$ cat src/hw/gpio_port_pkg.sv
// Constants, register map and carrier types for the multiplexed seven-line I/O port.
// Assumes an APB master on pclk and a power core that supplies and consumes the
// alternate pad signals.
// Function
// Seven lines, each GPIO or line-specific alternate.
// Line 0 alternates: power-down, request 2, regulator 1.
// Line 1 alternates: reset, warm reset, bus power, request 1.
// Line 2 alternates: request 2, scaling link data.
// Line 3 alternates: regulator 1, switcher sync clock.
// Line 4 alternates: regulator 2, scaling link clock.
// Line 5 alternates: keep power, regulator 3.
// Line 6 alternates: sleep, supplies valid, regulator 3.
// Per-line rising, falling or both edge events, maskable.
// Edge events only in general-purpose function.
// Every line can be a wake-up source.
// Lines 2 and 4 never wake from off.
// Regulator enables follow the power-up sequencer steps.
// Two pad-select registers choose each line's function.
// Direction register sets input or output per line.
// Read-only input register reports sampled input levels.
// Output data register sets driven output levels.
// Per-line debounce enable selects the filter.
// Global control enables or disables all lines; the code gates only general-purpose drive, input and events.
// Write-only clear and set registers change output bits.
// Pull-up, pull-down and open-drain registers per line.
// Alternate functions ignore general-purpose control registers.
// Masked lines detect no events at all.
// Debounce accepts level after fixed stable samples.
package gpio_port_pkg;
  localparam int LINES = 7;
  localparam logic [7:0] RESET_VAL = 8'h00;
  // Register byte offsets.
  localparam logic [7:0] OFS_PAD1 = 8'h00;
  localparam logic [7:0] OFS_PAD2 = 8'h04;
  localparam logic [7:0] OFS_DIR = 8'h08;
  localparam logic [7:0] OFS_IN = 8'h0c;
  localparam logic [7:0] OFS_OUT = 8'h10;
  localparam logic [7:0] OFS_DEB = 8'h14;
  localparam logic [7:0] OFS_CTRL = 8'h18;
  localparam logic [7:0] OFS_CLR = 8'h1c;
  localparam logic [7:0] OFS_SET = 8'h20;
  localparam logic [7:0] OFS_PULL1 = 8'h24;
  localparam logic [7:0] OFS_PULL2 = 8'h28;
  localparam logic [7:0] OFS_OD = 8'h2c;
  localparam logic [7:0] OFS_RISE = 8'h30;
  localparam logic [7:0] OFS_FALL = 8'h34;
  localparam logic [7:0] OFS_MASK = 8'h38;
  localparam logic [7:0] OFS_SPU = 8'h3c;
  localparam logic [7:0] OFS_SPD = 8'h40;
  // Select field positions inside the two pad-select registers.
  localparam int SEL0_LSB = 0;
  localparam int SEL1_LSB = 2;
  localparam int SEL2_LSB = 5;
  localparam int SEL3_LSB = 0;
  localparam int SEL4_LSB = 2;
  localparam int SEL5_LSB = 4;
  localparam int SEL6_LSB = 6;
  localparam int CTRL_EN_BIT = 0;
  // Select codes; zero always means general-purpose function.
  localparam logic [2:0] FN_GPIO = 3'h0;
  localparam logic [2:0] FN_A = 3'h1;
  localparam logic [2:0] FN_B = 3'h2;
  localparam logic [2:0] FN_C = 3'h3;
  localparam logic [2:0] FN_D = 3'h4;
  // Debounce counter width and the last count before acceptance (an 8-sample window).
  localparam int DEB_W = 4;
  localparam logic [DEB_W-1:0] DEB_LAST = 4'h7;
  // Lines powered from the I/O supply domain.
  localparam logic [LINES-1:0] IO_DOMAIN_LINES = 7'h14;
  // Alternate inputs delivered to the power core.
  typedef struct packed {
    logic power_down_input;
    logic peripheral_request_1;
    logic peripheral_request_2;
    logic reset_input;
    logic warm_reset_input_n;
    logic bus_power_presence;
    logic switcher_sync_clock_in;
    logic keep_power_input;
    logic sleep_request_n;
    logic scaling_link_data_i;
    logic scaling_link_clock_select_i;
  } sec_in_t;
  // Alternate outputs driven by the power core.
  typedef struct packed {
    logic [2:0] ext_regulator_on;
    logic supplies_valid_output;
    logic scaling_link_data_o;
    logic scaling_link_data_oe;
    logic scaling_link_clock_select_o;
    logic scaling_link_clock_select_oe;
  } core_out_t;
endpackage

$ cat src/hw/gpio_port.sv
// Seven-line multiplexed I/O port with APB register access.
// Assumes pads are synchronous to pclk and the power core supplies alternate outputs.
`timescale 1ns/1ps
module gpio_port (
  input wire logic pclk,
  input wire logic presetn,
  input wire logic psel,
  input wire logic penable,
  input wire logic pwrite,
  input wire logic [7:0] paddr,
  input wire logic [31:0] pwdata,
  output logic [31:0] prdata,
  output logic pready,
  output logic pslverr,
  input wire logic [6:0] pad_in,
  output logic [6:0] pad_out,
  output logic [6:0] pad_oe,
  output logic [6:0] pad_pull_up,
  output logic [6:0] pad_pull_down,
  input wire gpio_port_pkg::core_out_t core_out,
  output gpio_port_pkg::sec_in_t sec_in,
  input wire logic device_off,
  output logic [6:0] line_event,
  output logic wake_request
);
  localparam int L = gpio_port_pkg::LINES;

  // Software-visible state.
  logic [7:0] pad1_q, pad2_q; // Function selects.
  logic [L-1:0] dir_q, out_q, deb_q, pu_q, pd_q, od_q;
  logic [L-1:0] rise_q, fall_q, mask_q, spu_q, spd_q;
  logic en_q; // Global port enable.
  logic [31:0] prdata_q;
  // Pad and core side registers.
  logic [L-1:0] pad_out_q, pad_oe_q, pad_pu_q, pad_pd_q;
  logic [L-1:0] prev_q, event_q;
  logic wake_q;
  gpio_port_pkg::sec_in_t sec_in_q, sec_in_d;

  // Bus decode.
  logic wr, setup;
  assign setup = psel & ~penable;
  assign wr = psel & penable & pwrite;
  logic w_pad1, w_pad2, w_dir, w_out, w_deb, w_ctrl, w_clr, w_set;
  logic w_pu, w_pd, w_od, w_rise, w_fall, w_mask, w_spu, w_spd;
  assign w_pad1 = wr & (paddr == gpio_port_pkg::OFS_PAD1);
  assign w_pad2 = wr & (paddr == gpio_port_pkg::OFS_PAD2);
  assign w_dir = wr & (paddr == gpio_port_pkg::OFS_DIR);
  assign w_out = wr & (paddr == gpio_port_pkg::OFS_OUT);
  assign w_deb = wr & (paddr == gpio_port_pkg::OFS_DEB);
  assign w_ctrl = wr & (paddr == gpio_port_pkg::OFS_CTRL);
  assign w_clr = wr & (paddr == gpio_port_pkg::OFS_CLR);
  assign w_set = wr & (paddr == gpio_port_pkg::OFS_SET);
  assign w_pu = wr & (paddr == gpio_port_pkg::OFS_PULL1);
  assign w_pd = wr & (paddr == gpio_port_pkg::OFS_PULL2);
  assign w_od = wr & (paddr == gpio_port_pkg::OFS_OD);
  assign w_rise = wr & (paddr == gpio_port_pkg::OFS_RISE);
  assign w_fall = wr & (paddr == gpio_port_pkg::OFS_FALL);
  assign w_mask = wr & (paddr == gpio_port_pkg::OFS_MASK);
  assign w_spu = wr & (paddr == gpio_port_pkg::OFS_SPU);
  assign w_spd = wr & (paddr == gpio_port_pkg::OFS_SPD);

  // The access-phase address is legal only if it lands on a mapped word.
  logic hit;
  assign hit = (paddr <= gpio_port_pkg::OFS_SPD) && (paddr[1:0] == 2'b00);
  assign pready = 1'b1;
  assign pslverr = psel & penable & ~hit;
  assign prdata = prdata_q;

  // Function selects per line.
  logic [1:0] sel0, sel2, sel3, sel4, sel5, sel6;
  logic [2:0] sel1;
  logic [L-1:0] primary;
  assign sel0 = pad1_q[gpio_port_pkg::SEL0_LSB +: 2];
  assign sel1 = pad1_q[gpio_port_pkg::SEL1_LSB +: 3];
  assign sel2 = pad1_q[gpio_port_pkg::SEL2_LSB +: 2];
  assign sel3 = pad2_q[gpio_port_pkg::SEL3_LSB +: 2];
  assign sel4 = pad2_q[gpio_port_pkg::SEL4_LSB +: 2];
  assign sel5 = pad2_q[gpio_port_pkg::SEL5_LSB +: 2];
  assign sel6 = pad2_q[gpio_port_pkg::SEL6_LSB +: 2];
  // A line is general purpose only when its select is zero.
  assign primary = {sel6 == gpio_port_pkg::FN_GPIO[1:0], sel5 == gpio_port_pkg::FN_GPIO[1:0],
                    sel4 == gpio_port_pkg::FN_GPIO[1:0], sel3 == gpio_port_pkg::FN_GPIO[1:0],
                    sel2 == gpio_port_pkg::FN_GPIO[1:0], sel1 == gpio_port_pkg::FN_GPIO,
                    sel0 == gpio_port_pkg::FN_GPIO[1:0]};

  // Debounce filters, one per line, each with its own stability counter.
  logic [L-1:0] filt;
  for (genvar l = 0; l < L; l++) begin : g_deb
    logic [gpio_port_pkg::DEB_W-1:0] cnt_q;
    logic stab_q;
    // Accept a new level only after it differed for the whole window.
    always_ff @(posedge pclk or negedge presetn) begin
      if (!presetn) begin
        cnt_q <= '0;
        stab_q <= 1'b0;
      end else if (pad_in[l] == stab_q) begin
        cnt_q <= '0;
      end else if (cnt_q == gpio_port_pkg::DEB_LAST) begin
        stab_q <= pad_in[l];
        cnt_q <= '0;
      end else begin
        cnt_q <= gpio_port_pkg::DEB_W'(cnt_q + 1'b1);
      end
    end
    assign filt[l] = deb_q[l] ? stab_q : pad_in[l];
  end

  // Edge detection, gated by function, global enable and mask.
  logic [L-1:0] rise, fall, event_d, wake_lines;
  assign rise = filt & ~prev_q;
  assign fall = ~filt & prev_q;
  assign event_d = primary & {L{en_q}} & ~mask_q
                   & ((rise & rise_q) | (fall & fall_q));
  // Lines in the I/O supply domain cannot wake the device from off.
  assign wake_lines = device_off ? ~gpio_port_pkg::IO_DOMAIN_LINES : {L{1'b1}};

  // Input register only shows general-purpose inputs.
  logic [L-1:0] in_view;
  assign in_view = filt & primary & ~dir_q & {L{en_q}};

  // Read selection over the register map; write-only words read as zero.
  logic [7:0] rd_val;
  assign rd_val =
    (paddr == gpio_port_pkg::OFS_PAD1) ? pad1_q :
    (paddr == gpio_port_pkg::OFS_PAD2) ? pad2_q :
    (paddr == gpio_port_pkg::OFS_DIR) ? {1'b0, dir_q} :
    (paddr == gpio_port_pkg::OFS_IN) ? {1'b0, in_view} :
    (paddr == gpio_port_pkg::OFS_OUT) ? {1'b0, out_q} :
    (paddr == gpio_port_pkg::OFS_DEB) ? {1'b0, deb_q} :
    (paddr == gpio_port_pkg::OFS_CTRL) ? {7'h00, en_q} :
    (paddr == gpio_port_pkg::OFS_PULL1) ? {1'b0, pu_q} :
    (paddr == gpio_port_pkg::OFS_PULL2) ? {1'b0, pd_q} :
    (paddr == gpio_port_pkg::OFS_OD) ? {1'b0, od_q} :
    (paddr == gpio_port_pkg::OFS_RISE) ? {1'b0, rise_q} :
    (paddr == gpio_port_pkg::OFS_FALL) ? {1'b0, fall_q} :
    (paddr == gpio_port_pkg::OFS_MASK) ? {1'b0, mask_q} :
    (paddr == gpio_port_pkg::OFS_SPU) ? {1'b0, spu_q} :
    (paddr == gpio_port_pkg::OFS_SPD) ? {1'b0, spd_q} : 8'h00;

  // Output data: a direct write wins, else clear then set apply.
  logic [L-1:0] out_d;
  assign out_d = w_out ? pwdata[L-1:0] :
                 ((out_q & ~(w_clr ? pwdata[L-1:0] : '0)) |
                  (w_set ? pwdata[L-1:0] : '0));

  // Alternate drive per line from the power core.
  logic [L-1:0] sec_o, sec_oe;
  assign sec_o[0] = core_out.ext_regulator_on[0];
  assign sec_oe[0] = sel0 == gpio_port_pkg::FN_C[1:0];
  assign sec_o[1] = 1'b0;
  assign sec_oe[1] = 1'b0;
  assign sec_o[2] = core_out.scaling_link_data_o;
  assign sec_oe[2] = (sel2 == gpio_port_pkg::FN_B[1:0]) & core_out.scaling_link_data_oe;
  assign sec_o[3] = core_out.ext_regulator_on[0];
  assign sec_oe[3] = sel3 == gpio_port_pkg::FN_A[1:0];
  assign sec_o[4] = (sel4 == gpio_port_pkg::FN_A[1:0]) ? core_out.ext_regulator_on[1] :
                    core_out.scaling_link_clock_select_o;
  assign sec_oe[4] = (sel4 == gpio_port_pkg::FN_A[1:0]) |
                     ((sel4 == gpio_port_pkg::FN_B[1:0]) &
                      core_out.scaling_link_clock_select_oe);
  assign sec_o[5] = core_out.ext_regulator_on[2];
  assign sec_oe[5] = sel5 == gpio_port_pkg::FN_B[1:0];
  assign sec_o[6] = (sel6 == gpio_port_pkg::FN_B[1:0]) ? core_out.supplies_valid_output :
                    core_out.ext_regulator_on[2];
  assign sec_oe[6] = (sel6 == gpio_port_pkg::FN_B[1:0]) |
                     (sel6 == gpio_port_pkg::FN_C[1:0]);

  // General-purpose drive: open drain only ever pulls low.
  logic [L-1:0] prim_o, prim_oe;
  assign prim_o = out_q & ~od_q;
  assign prim_oe = {L{en_q}} & dir_q & ~(od_q & out_q);

  // Alternate inputs taken straight from the pads, bypassing the debounce.
  always_comb begin
    sec_in_d = '0;
    sec_in_d.warm_reset_input_n = 1'b1;
    sec_in_d.sleep_request_n = 1'b1;
    sec_in_d.power_down_input = (sel0 == gpio_port_pkg::FN_A[1:0]) & pad_in[0];
    sec_in_d.peripheral_request_2 = ((sel0 == gpio_port_pkg::FN_B[1:0]) & pad_in[0]) |
                                    ((sel2 == gpio_port_pkg::FN_A[1:0]) & pad_in[2]);
    sec_in_d.reset_input = (sel1 == gpio_port_pkg::FN_A) & pad_in[1];
    if (sel1 == gpio_port_pkg::FN_B) begin
      sec_in_d.warm_reset_input_n = pad_in[1];
    end
    sec_in_d.bus_power_presence = (sel1 == gpio_port_pkg::FN_C) & pad_in[1];
    sec_in_d.peripheral_request_1 = (sel1 == gpio_port_pkg::FN_D) & pad_in[1];
    sec_in_d.scaling_link_data_i = (sel2 == gpio_port_pkg::FN_B[1:0]) & pad_in[2];
    sec_in_d.switcher_sync_clock_in = (sel3 == gpio_port_pkg::FN_B[1:0]) & pad_in[3];
    sec_in_d.scaling_link_clock_select_i = (sel4 == gpio_port_pkg::FN_B[1:0]) & pad_in[4];
    sec_in_d.keep_power_input = (sel5 == gpio_port_pkg::FN_A[1:0]) & pad_in[5];
    if (sel6 == gpio_port_pkg::FN_A[1:0]) begin
      sec_in_d.sleep_request_n = pad_in[6];
    end
  end

  // Configuration registers written from the bus.
  always_ff @(posedge pclk or negedge presetn) begin
    if (!presetn) begin
      pad1_q <= gpio_port_pkg::RESET_VAL;
      pad2_q <= gpio_port_pkg::RESET_VAL;
      {dir_q, out_q, deb_q, pu_q, pd_q, od_q} <= '0;
      {rise_q, fall_q, mask_q, spu_q, spd_q} <= '0;
      en_q <= 1'b0;
    end else begin
      if (w_pad1) pad1_q <= pwdata[7:0];
      if (w_pad2) pad2_q <= pwdata[7:0];
      if (w_dir) dir_q <= pwdata[L-1:0];
      out_q <= out_d;
      if (w_deb) deb_q <= pwdata[L-1:0];
      if (w_ctrl) en_q <= pwdata[gpio_port_pkg::CTRL_EN_BIT];
      if (w_pu) pu_q <= pwdata[L-1:0];
      if (w_pd) pd_q <= pwdata[L-1:0];
      if (w_od) od_q <= pwdata[L-1:0];
      if (w_rise) rise_q <= pwdata[L-1:0];
      if (w_fall) fall_q <= pwdata[L-1:0];
      if (w_mask) mask_q <= pwdata[L-1:0];
      if (w_spu) spu_q <= pwdata[L-1:0];
      if (w_spd) spd_q <= pwdata[L-1:0];
    end
  end

  // Read data is captured in the setup cycle so the access phase answers at once.
  always_ff @(posedge pclk or negedge presetn) begin
    if (!presetn) begin
      prdata_q <= '0;
    end else if (setup) begin
      prdata_q <= {24'h000000, rd_val};
    end
  end

  // Pad drive, pulls, events and alternate inputs are registered.
  always_ff @(posedge pclk or negedge presetn) begin
    if (!presetn) begin
      {pad_out_q, pad_oe_q, pad_pu_q, pad_pd_q} <= '0;
      {prev_q, event_q} <= '0;
      wake_q <= 1'b0;
      sec_in_q <= '0;
    end else begin
      pad_out_q <= (primary & prim_o) | (~primary & sec_o);
      pad_oe_q <= (primary & prim_oe) | (~primary & sec_oe);
      pad_pu_q <= (primary & pu_q) | (~primary & spu_q);
      pad_pd_q <= (primary & pd_q) | (~primary & spd_q);
      prev_q <= filt;
      event_q <= event_d;
      wake_q <= |(event_d & wake_lines);
      sec_in_q <= sec_in_d;
    end
  end

  assign pad_out = pad_out_q;
  assign pad_oe = pad_oe_q;
  assign pad_pull_up = pad_pu_q;
  assign pad_pull_down = pad_pd_q;
  assign line_event = event_q;
  assign wake_request = wake_q;
  assign sec_in = sec_in_q;

  // Counts earlier cycles in which debounced line 0 saw a steady high, saturating at the window.
  logic [gpio_port_pkg::DEB_W-1:0] hold_q;
  logic [gpio_port_pkg::DEB_W-1:0] hold_full;
  assign hold_full = gpio_port_pkg::DEB_W'(gpio_port_pkg::DEB_LAST + 1'b1);
  always_ff @(posedge pclk or negedge presetn) begin
    if (!presetn) begin
      hold_q <= '0;
    end else if (!(deb_q[0] && pad_in[0])) begin
      hold_q <= '0;
    end else if (hold_q != hold_full) begin
      hold_q <= gpio_port_pkg::DEB_W'(hold_q + 1'b1);
    end
  end
endmodule

$ cat config.mk
export PLATFORM = sky130hd
export DESIGN_NAME = gpio_port
export DESIGN_NICKNAME = d
export VERILOG_FILES = /design/src/hw/gpio_port_pkg.sv /design/src/hw/gpio_port.sv
export SDC_FILE = /design/constraint.sdc
export NUM_CORES = 1
export LEC_CHECK = 0
export BUFFER_PORTS_ARGS = -buffer_cell sky130_fd_sc_hd__buf_4
export CORE_ASPECT_RATIO = 1.2
export CORE_MARGIN = 1.5
export CORE_UTILIZATION = 52
export CTS_CLUSTER_SIZE = 20
export DETAILED_ROUTE_END_ITERATION = 16
export GPL_ROUTABILITY_DRIVEN = 0
export HOLD_SLACK_MARGIN = 0.06
export PLACE_DENSITY = 0.8
export SETUP_SLACK_MARGIN = 0.2
export SYNTH_ARGS = -nofsm -noshare
export SYNTH_HDL_FRONTEND = slang
export SYNTH_SLANG_ARGS = --single-unit
$ cat constraint.sdc
create_clock -name pclk -period 1.8 [get_ports pclk]
set_clock_uncertainty 0.15 [all_clocks]
set_input_delay 0.18 -clock pclk [delete_from_list [all_inputs] [get_ports pclk]]
set_output_delay 0.18 -clock pclk [all_outputs]
set_load 0.005 [all_outputs]
# Yosys cells after proc, flatten, opt, wreduce, memory -nomap -nowiden
# Index checks and enable logic that the tools add are counted.
# totals
ff_bits,191
latch_bits,0
ramBits,0
mem_bits_ro,0
inputBits,61
out_inout_bits,81
mem_count,0
# op_classes
addsub,7
mul,0
div,0
order_cmp,1
eq_ne,48
shift,0
mux,44
bitwise,82
n_reduce_logical,18
# ops
op,count
$and 7x7->7,24
$mux 7,16
$eq 8x6->1 const B,8
$mux 4,14
$not 7->7,8
$or 7x7->7,6
$and 1x1->1,32
$eq 8x5->1 const B,4
$add 4x1->4 const B,7
$eq 4x3->1 const B,7
$eq 2x2->1 const B,8
$eq 8x4->1 const B,2
$mux 8,2
$logic_not 2->1,7
$reduce_and 2->1,7
$eq 2x1->1 const B,6
$mux 1,11
$not 1->1,9
$eq 8x3->1 const B,1
$eq 8x7->1 const B,1
$le 8x7->1 const B,1
$logic_not 8->1,1
$eq 1x1->1,7
$reduce_or 7->1,1
other kinds (7),10

# Logic depth before layout (Yosys ltp)
# logic_depth
ltp_word,16
mapped_depth,8

# Least setup slack after synthesis
# OpenSTA, ideal clock, no wires.
# synth_timing
kind,reg2reg
from,register deb_q[5]
to,register wake_q (netlist: wake_request)
arrival_time_ps,1620
t_required_ps,1504
path_slack_ps,-117
stages_incl_launch_ff,6
period_less_slack_ps,1917
path_cell_list,dfrtp_1 > mux2_2 > mux2i_1 > nand4b_1 > o221ai_1 > or4b_2
# synth_via
elab_chain_len,8
# synth_rtl
element,line_no,source
from (decl),gpio_port.sv:30,"logic [L-1:0] dir_q, out_q, deb_q, pu_q, pd_q, od_q;"
from (signal assigned),gpio_port.sv:210,if (w_deb) deb_q <= pwdata[L-1:0];
$mux 1 *,gpio_port.sv:106,assign filt[l] = deb_q[l] ? stab_q : pad_in[l];
net filt[5],gpio_port.sv:88,logic [L-1:0] filt;
$not 7->7,gpio_port.sv:112,assign fall = ~filt & prev_q;
$and 7x7->7,gpio_port.sv:112,
$and 7x7->7,gpio_port.sv:114,& ((rise & rise_q) | (fall & fall_q));
$or 7x7->7 *,gpio_port.sv:114,
$and 7x7->7 *,gpio_port.sv:114,
$and 7x7->7 *,gpio_port.sv:246,wake_q <= |(event_d & wake_lines);
$reduce_or 7->1 *,gpio_port.sv:246,
to (signal assigned),gpio_port.sv:246,
to (decl),gpio_port.sv:37,logic wake_q;
# Mark *: on every way through the listed nets, which the timed path passes. The rest lies on a longest branch.
# A chain may end at the register's enable or synchronous reset.

# Worst setup path in the final report
# layout_timing
from,register deb_q[2]
to,register wake_q (netlist: wake_request)
# layout_via
elab_chain_len,8
# layout_rtl
element,line_no,source
$mux 1 *,gpio_port.sv:106,
$not 7->7,gpio_port.sv:112,
$and 7x7->7,gpio_port.sv:112,
$and 7x7->7,gpio_port.sv:114,
$or 7x7->7 *,gpio_port.sv:114,
$and 7x7->7 *,gpio_port.sv:114,
net event_d[2],gpio_port.sv:110,"logic [L-1:0] rise, fall, event_d, wake_lines;"
$and 7x7->7 *,gpio_port.sv:246,
$reduce_or 7->1 *,gpio_port.sv:246,
# Marks and branches as above.

==> out/results.tsv <==
metric	value	unit
diode count	0	
hold path startpoint	pad_in[5]	
status	complete, but fails checks	
maximum VDD drop	0.701	mV
total gr overflow	0	
DR pass1 iterations	7	
count leader, synth	dfrtp_1	
Post-synth EDFFs	0	
worst hold path type	primary input to register	
CP Max Fanout	2	
achievable frequency	503	MHz
setup_tns	-311	ps
Synth area leader	dfrtp_1	
crit path launch type	register	
failing checks	negative setup slack	
busiest layer in global routing	met2	
Root Buffer	clkbuf_16	
Starting Density	53.4	%
Slew Viols, Final	0	
die extent in y	150	um
Final Cycle Share	111	%
Worst slew margin	50.1	%
largest net degree at the start of global routing	77	
CP startpoint	deb_q[2]	
YS warnings	0	
CTS tree	built	
Setup-failing EPs final	2	
total number of vias	8216	
share of cells above drive strength 1	42.1	%
vias per inst	6.22	
WL per Instance	21.8	um
Core ar.	17600	um2
worst slew pin tran	746	ps
P_leak	6.00	nW
Post-Syn Instances	841	
met1 usage	38.5	%
GR Util All Layers	30.9	%
# rows	53	
total power	0.0103	W
RSZ-0062 raised after global routing	true	
top cells by count, synth	191 x dfrtp_1, 112 x mux2_2, 70 x nand2_1	
half-perimeter wire length after detailed placement	19800	um
Sink Count	191	
grt met3 use	6.61	%
global-route wire length before repair	44400	um
syn_area_per_cell	11.2	um2
Synth async-reset ratio	100	%
buffer depth of the longest clock path	2	
Critical Path AT	2150	ps
clock latency on the worst-skew pair	440	ps
met2 GRT Util	49.8	%
Data required, critical path	1960	ps
initial antenna violation count	0	
synth unique cells	70	
Final #Nets	1155	
final worst slack	-190	ps
Reg-to-Reg Start	deb_q[2]	
number of buffers created by CTS	17	
Seq cells post-synth	191	
ranking of synthesized cells by area	dfrtp_1 51%, mux2_2 13%, nand2_1 2.8%, buf_4 2.2%, nor2_1 2.2%	
WS Path Type	register to register	
Synth Flop Type	dfrtp_1	
FILL cells	1127	
io pins	142	
Power per Cell Area	825	nW/um2
vias in the first global route	8178	
Layout area overhead	33.5	%
H-tree depth	4	
Clk pin slew, worst setup/hold paths	70	ps
top-area cell type share of the netlist area	50.9	%
Cell Area, Synth	9390	um2
DRT iter0 DRCs	1046	
Period minus WS final	1990	ps
MaxCap Viol Count	0	
sequential area share after synthesis	50.9	%
Register Area	4780	um2
die width	126	um
area occupied by multi-input gates	4640	um2
Port Buf Inserts	92	
count of final hold-check violations	0	
WL final	28700	um
DRT antenna net count	0	
DIE AREA	18900	um2
endpoint class of the critical path	register	
DRC Markers	0	
==> through the flow <==
stage / std cells / setup slack [ps] / hold slack [ps] / util, % / instance area, um2
after global routing: 1320 / -201 / -6.72 / 71.3 / 12500
after floorplan: 864 / -15.6 / -266 / - / 9630
final: 1320 / -190 / 6.39 / 71.3 / 12500
after global placement: 1249 / -333 / -92.6 / 64.3 / 11300
after CTS: 1310 / -173 / -15.6 / 70.0 / 12300
after detailed placement: 1249 / -395 / -91.6 / 64.3 / 11300
==> kinds of logic after synthesis <==
logic type | after synthesis | synth area share, %
flops | 191 | 50.9
compound gates | 159 | 11.6
fa+ha+maj | 7 | 0.933
other cells | 2 | 0.0800
xor+xnor | 15 | 1.40
simple gates | 275 | 16.6
mux | 117 | 14.0
buf+inv | 75 | 4.45
==> repair_timing <==
action                                 4_1_cts  5_1_grt
resized for setup                           24       33
setup buffers                                2       10
setup endpoints to repair                    9       31
endpoints found under the hold margin      334       36
hold buffers                                27        4
pin swaps                                    9       16
==> cell type report <==
class	count	area share (%)
Sequential cell	191	38.2
Multi-Input combinational cell	598	37.0
Timing Repair Buffer	270	17.6
Clock buffer	24	4.00
Tap cell	220	2.20
Clock inverter	8	0.819
Inverter	9	0.270
==> report_power, final <==
group          leakage, nW  internal, W  switching [W]
combinational         3.10     0.000774       0.000807
clock                0.298      0.00224        0.00162
sequential            2.61      0.00462       0.000276
==> routing by layer <==
layer	vias to the layer above	routed length (um)
met1	4014	11000
met2	536	13800
met4	0	1610
met5	-	0
met3	145	2330
li1	3521	-
==> path summary, 6_finish.rpt <==
path / endpoint / slack, ps / depth (start not counted)
setup / recovery: wake_request / -190 / 6
hold / removal: prev_q[5] / 6 / 3
setup reg to reg: wake_request / -190 / 6
hold reg to reg: g_deb[3].cnt_q[0] / 330 / 1
max in group asynchronous: mask_q[4] / 140 / 3
min in group asynchronous: pad_pull_down[2] / 160 / 3
==> flip-flops by register name, summed over array words and instances (netlist names), 8 cells and up <==
name and count:
g_deb.cnt_q 28, pad1_q 8, pad2_q 8, prdata 8, sec_in 11
==> layout by cell type, fill, tap and decap left out, drive strengths merged, types with 7 or more instances in the layout <==
| cell type | n |
|---|---|
| clkbuf | 25 |
| inv | 10 |
| a22oi | 14 |
| a32o | 7 |
| buf | 242 |
| nor2b | 20 |
| o2111ai | 8 |
| mux2 | 112 |
| nand3b | 8 |
| conb | 25 |
| nor3 | 35 |
| o21ai | 26 |
| nand2 | 76 |
| a21o | 7 |
| o22ai | 14 |
| o211ai | 7 |
| nor2 | 56 |
| a21oi | 33 |
| nor4b | 7 |
| a31oi | 13 |
| dfrtp | 191 |
| nand3 | 31 |
| ha | 7 |
| xnor2 | 15 |
| dlygate4sd3 | 26 |
==> critical path, cell delays in order (launching register included) <==
cell      delay, ps
dfrtp_2         430
mux2i_4         310
or3b_4          170
a211oi_2         50
buf_4           140
o21bai_4        130
or4b_4          470
Power figures use the tool's default switching activity.
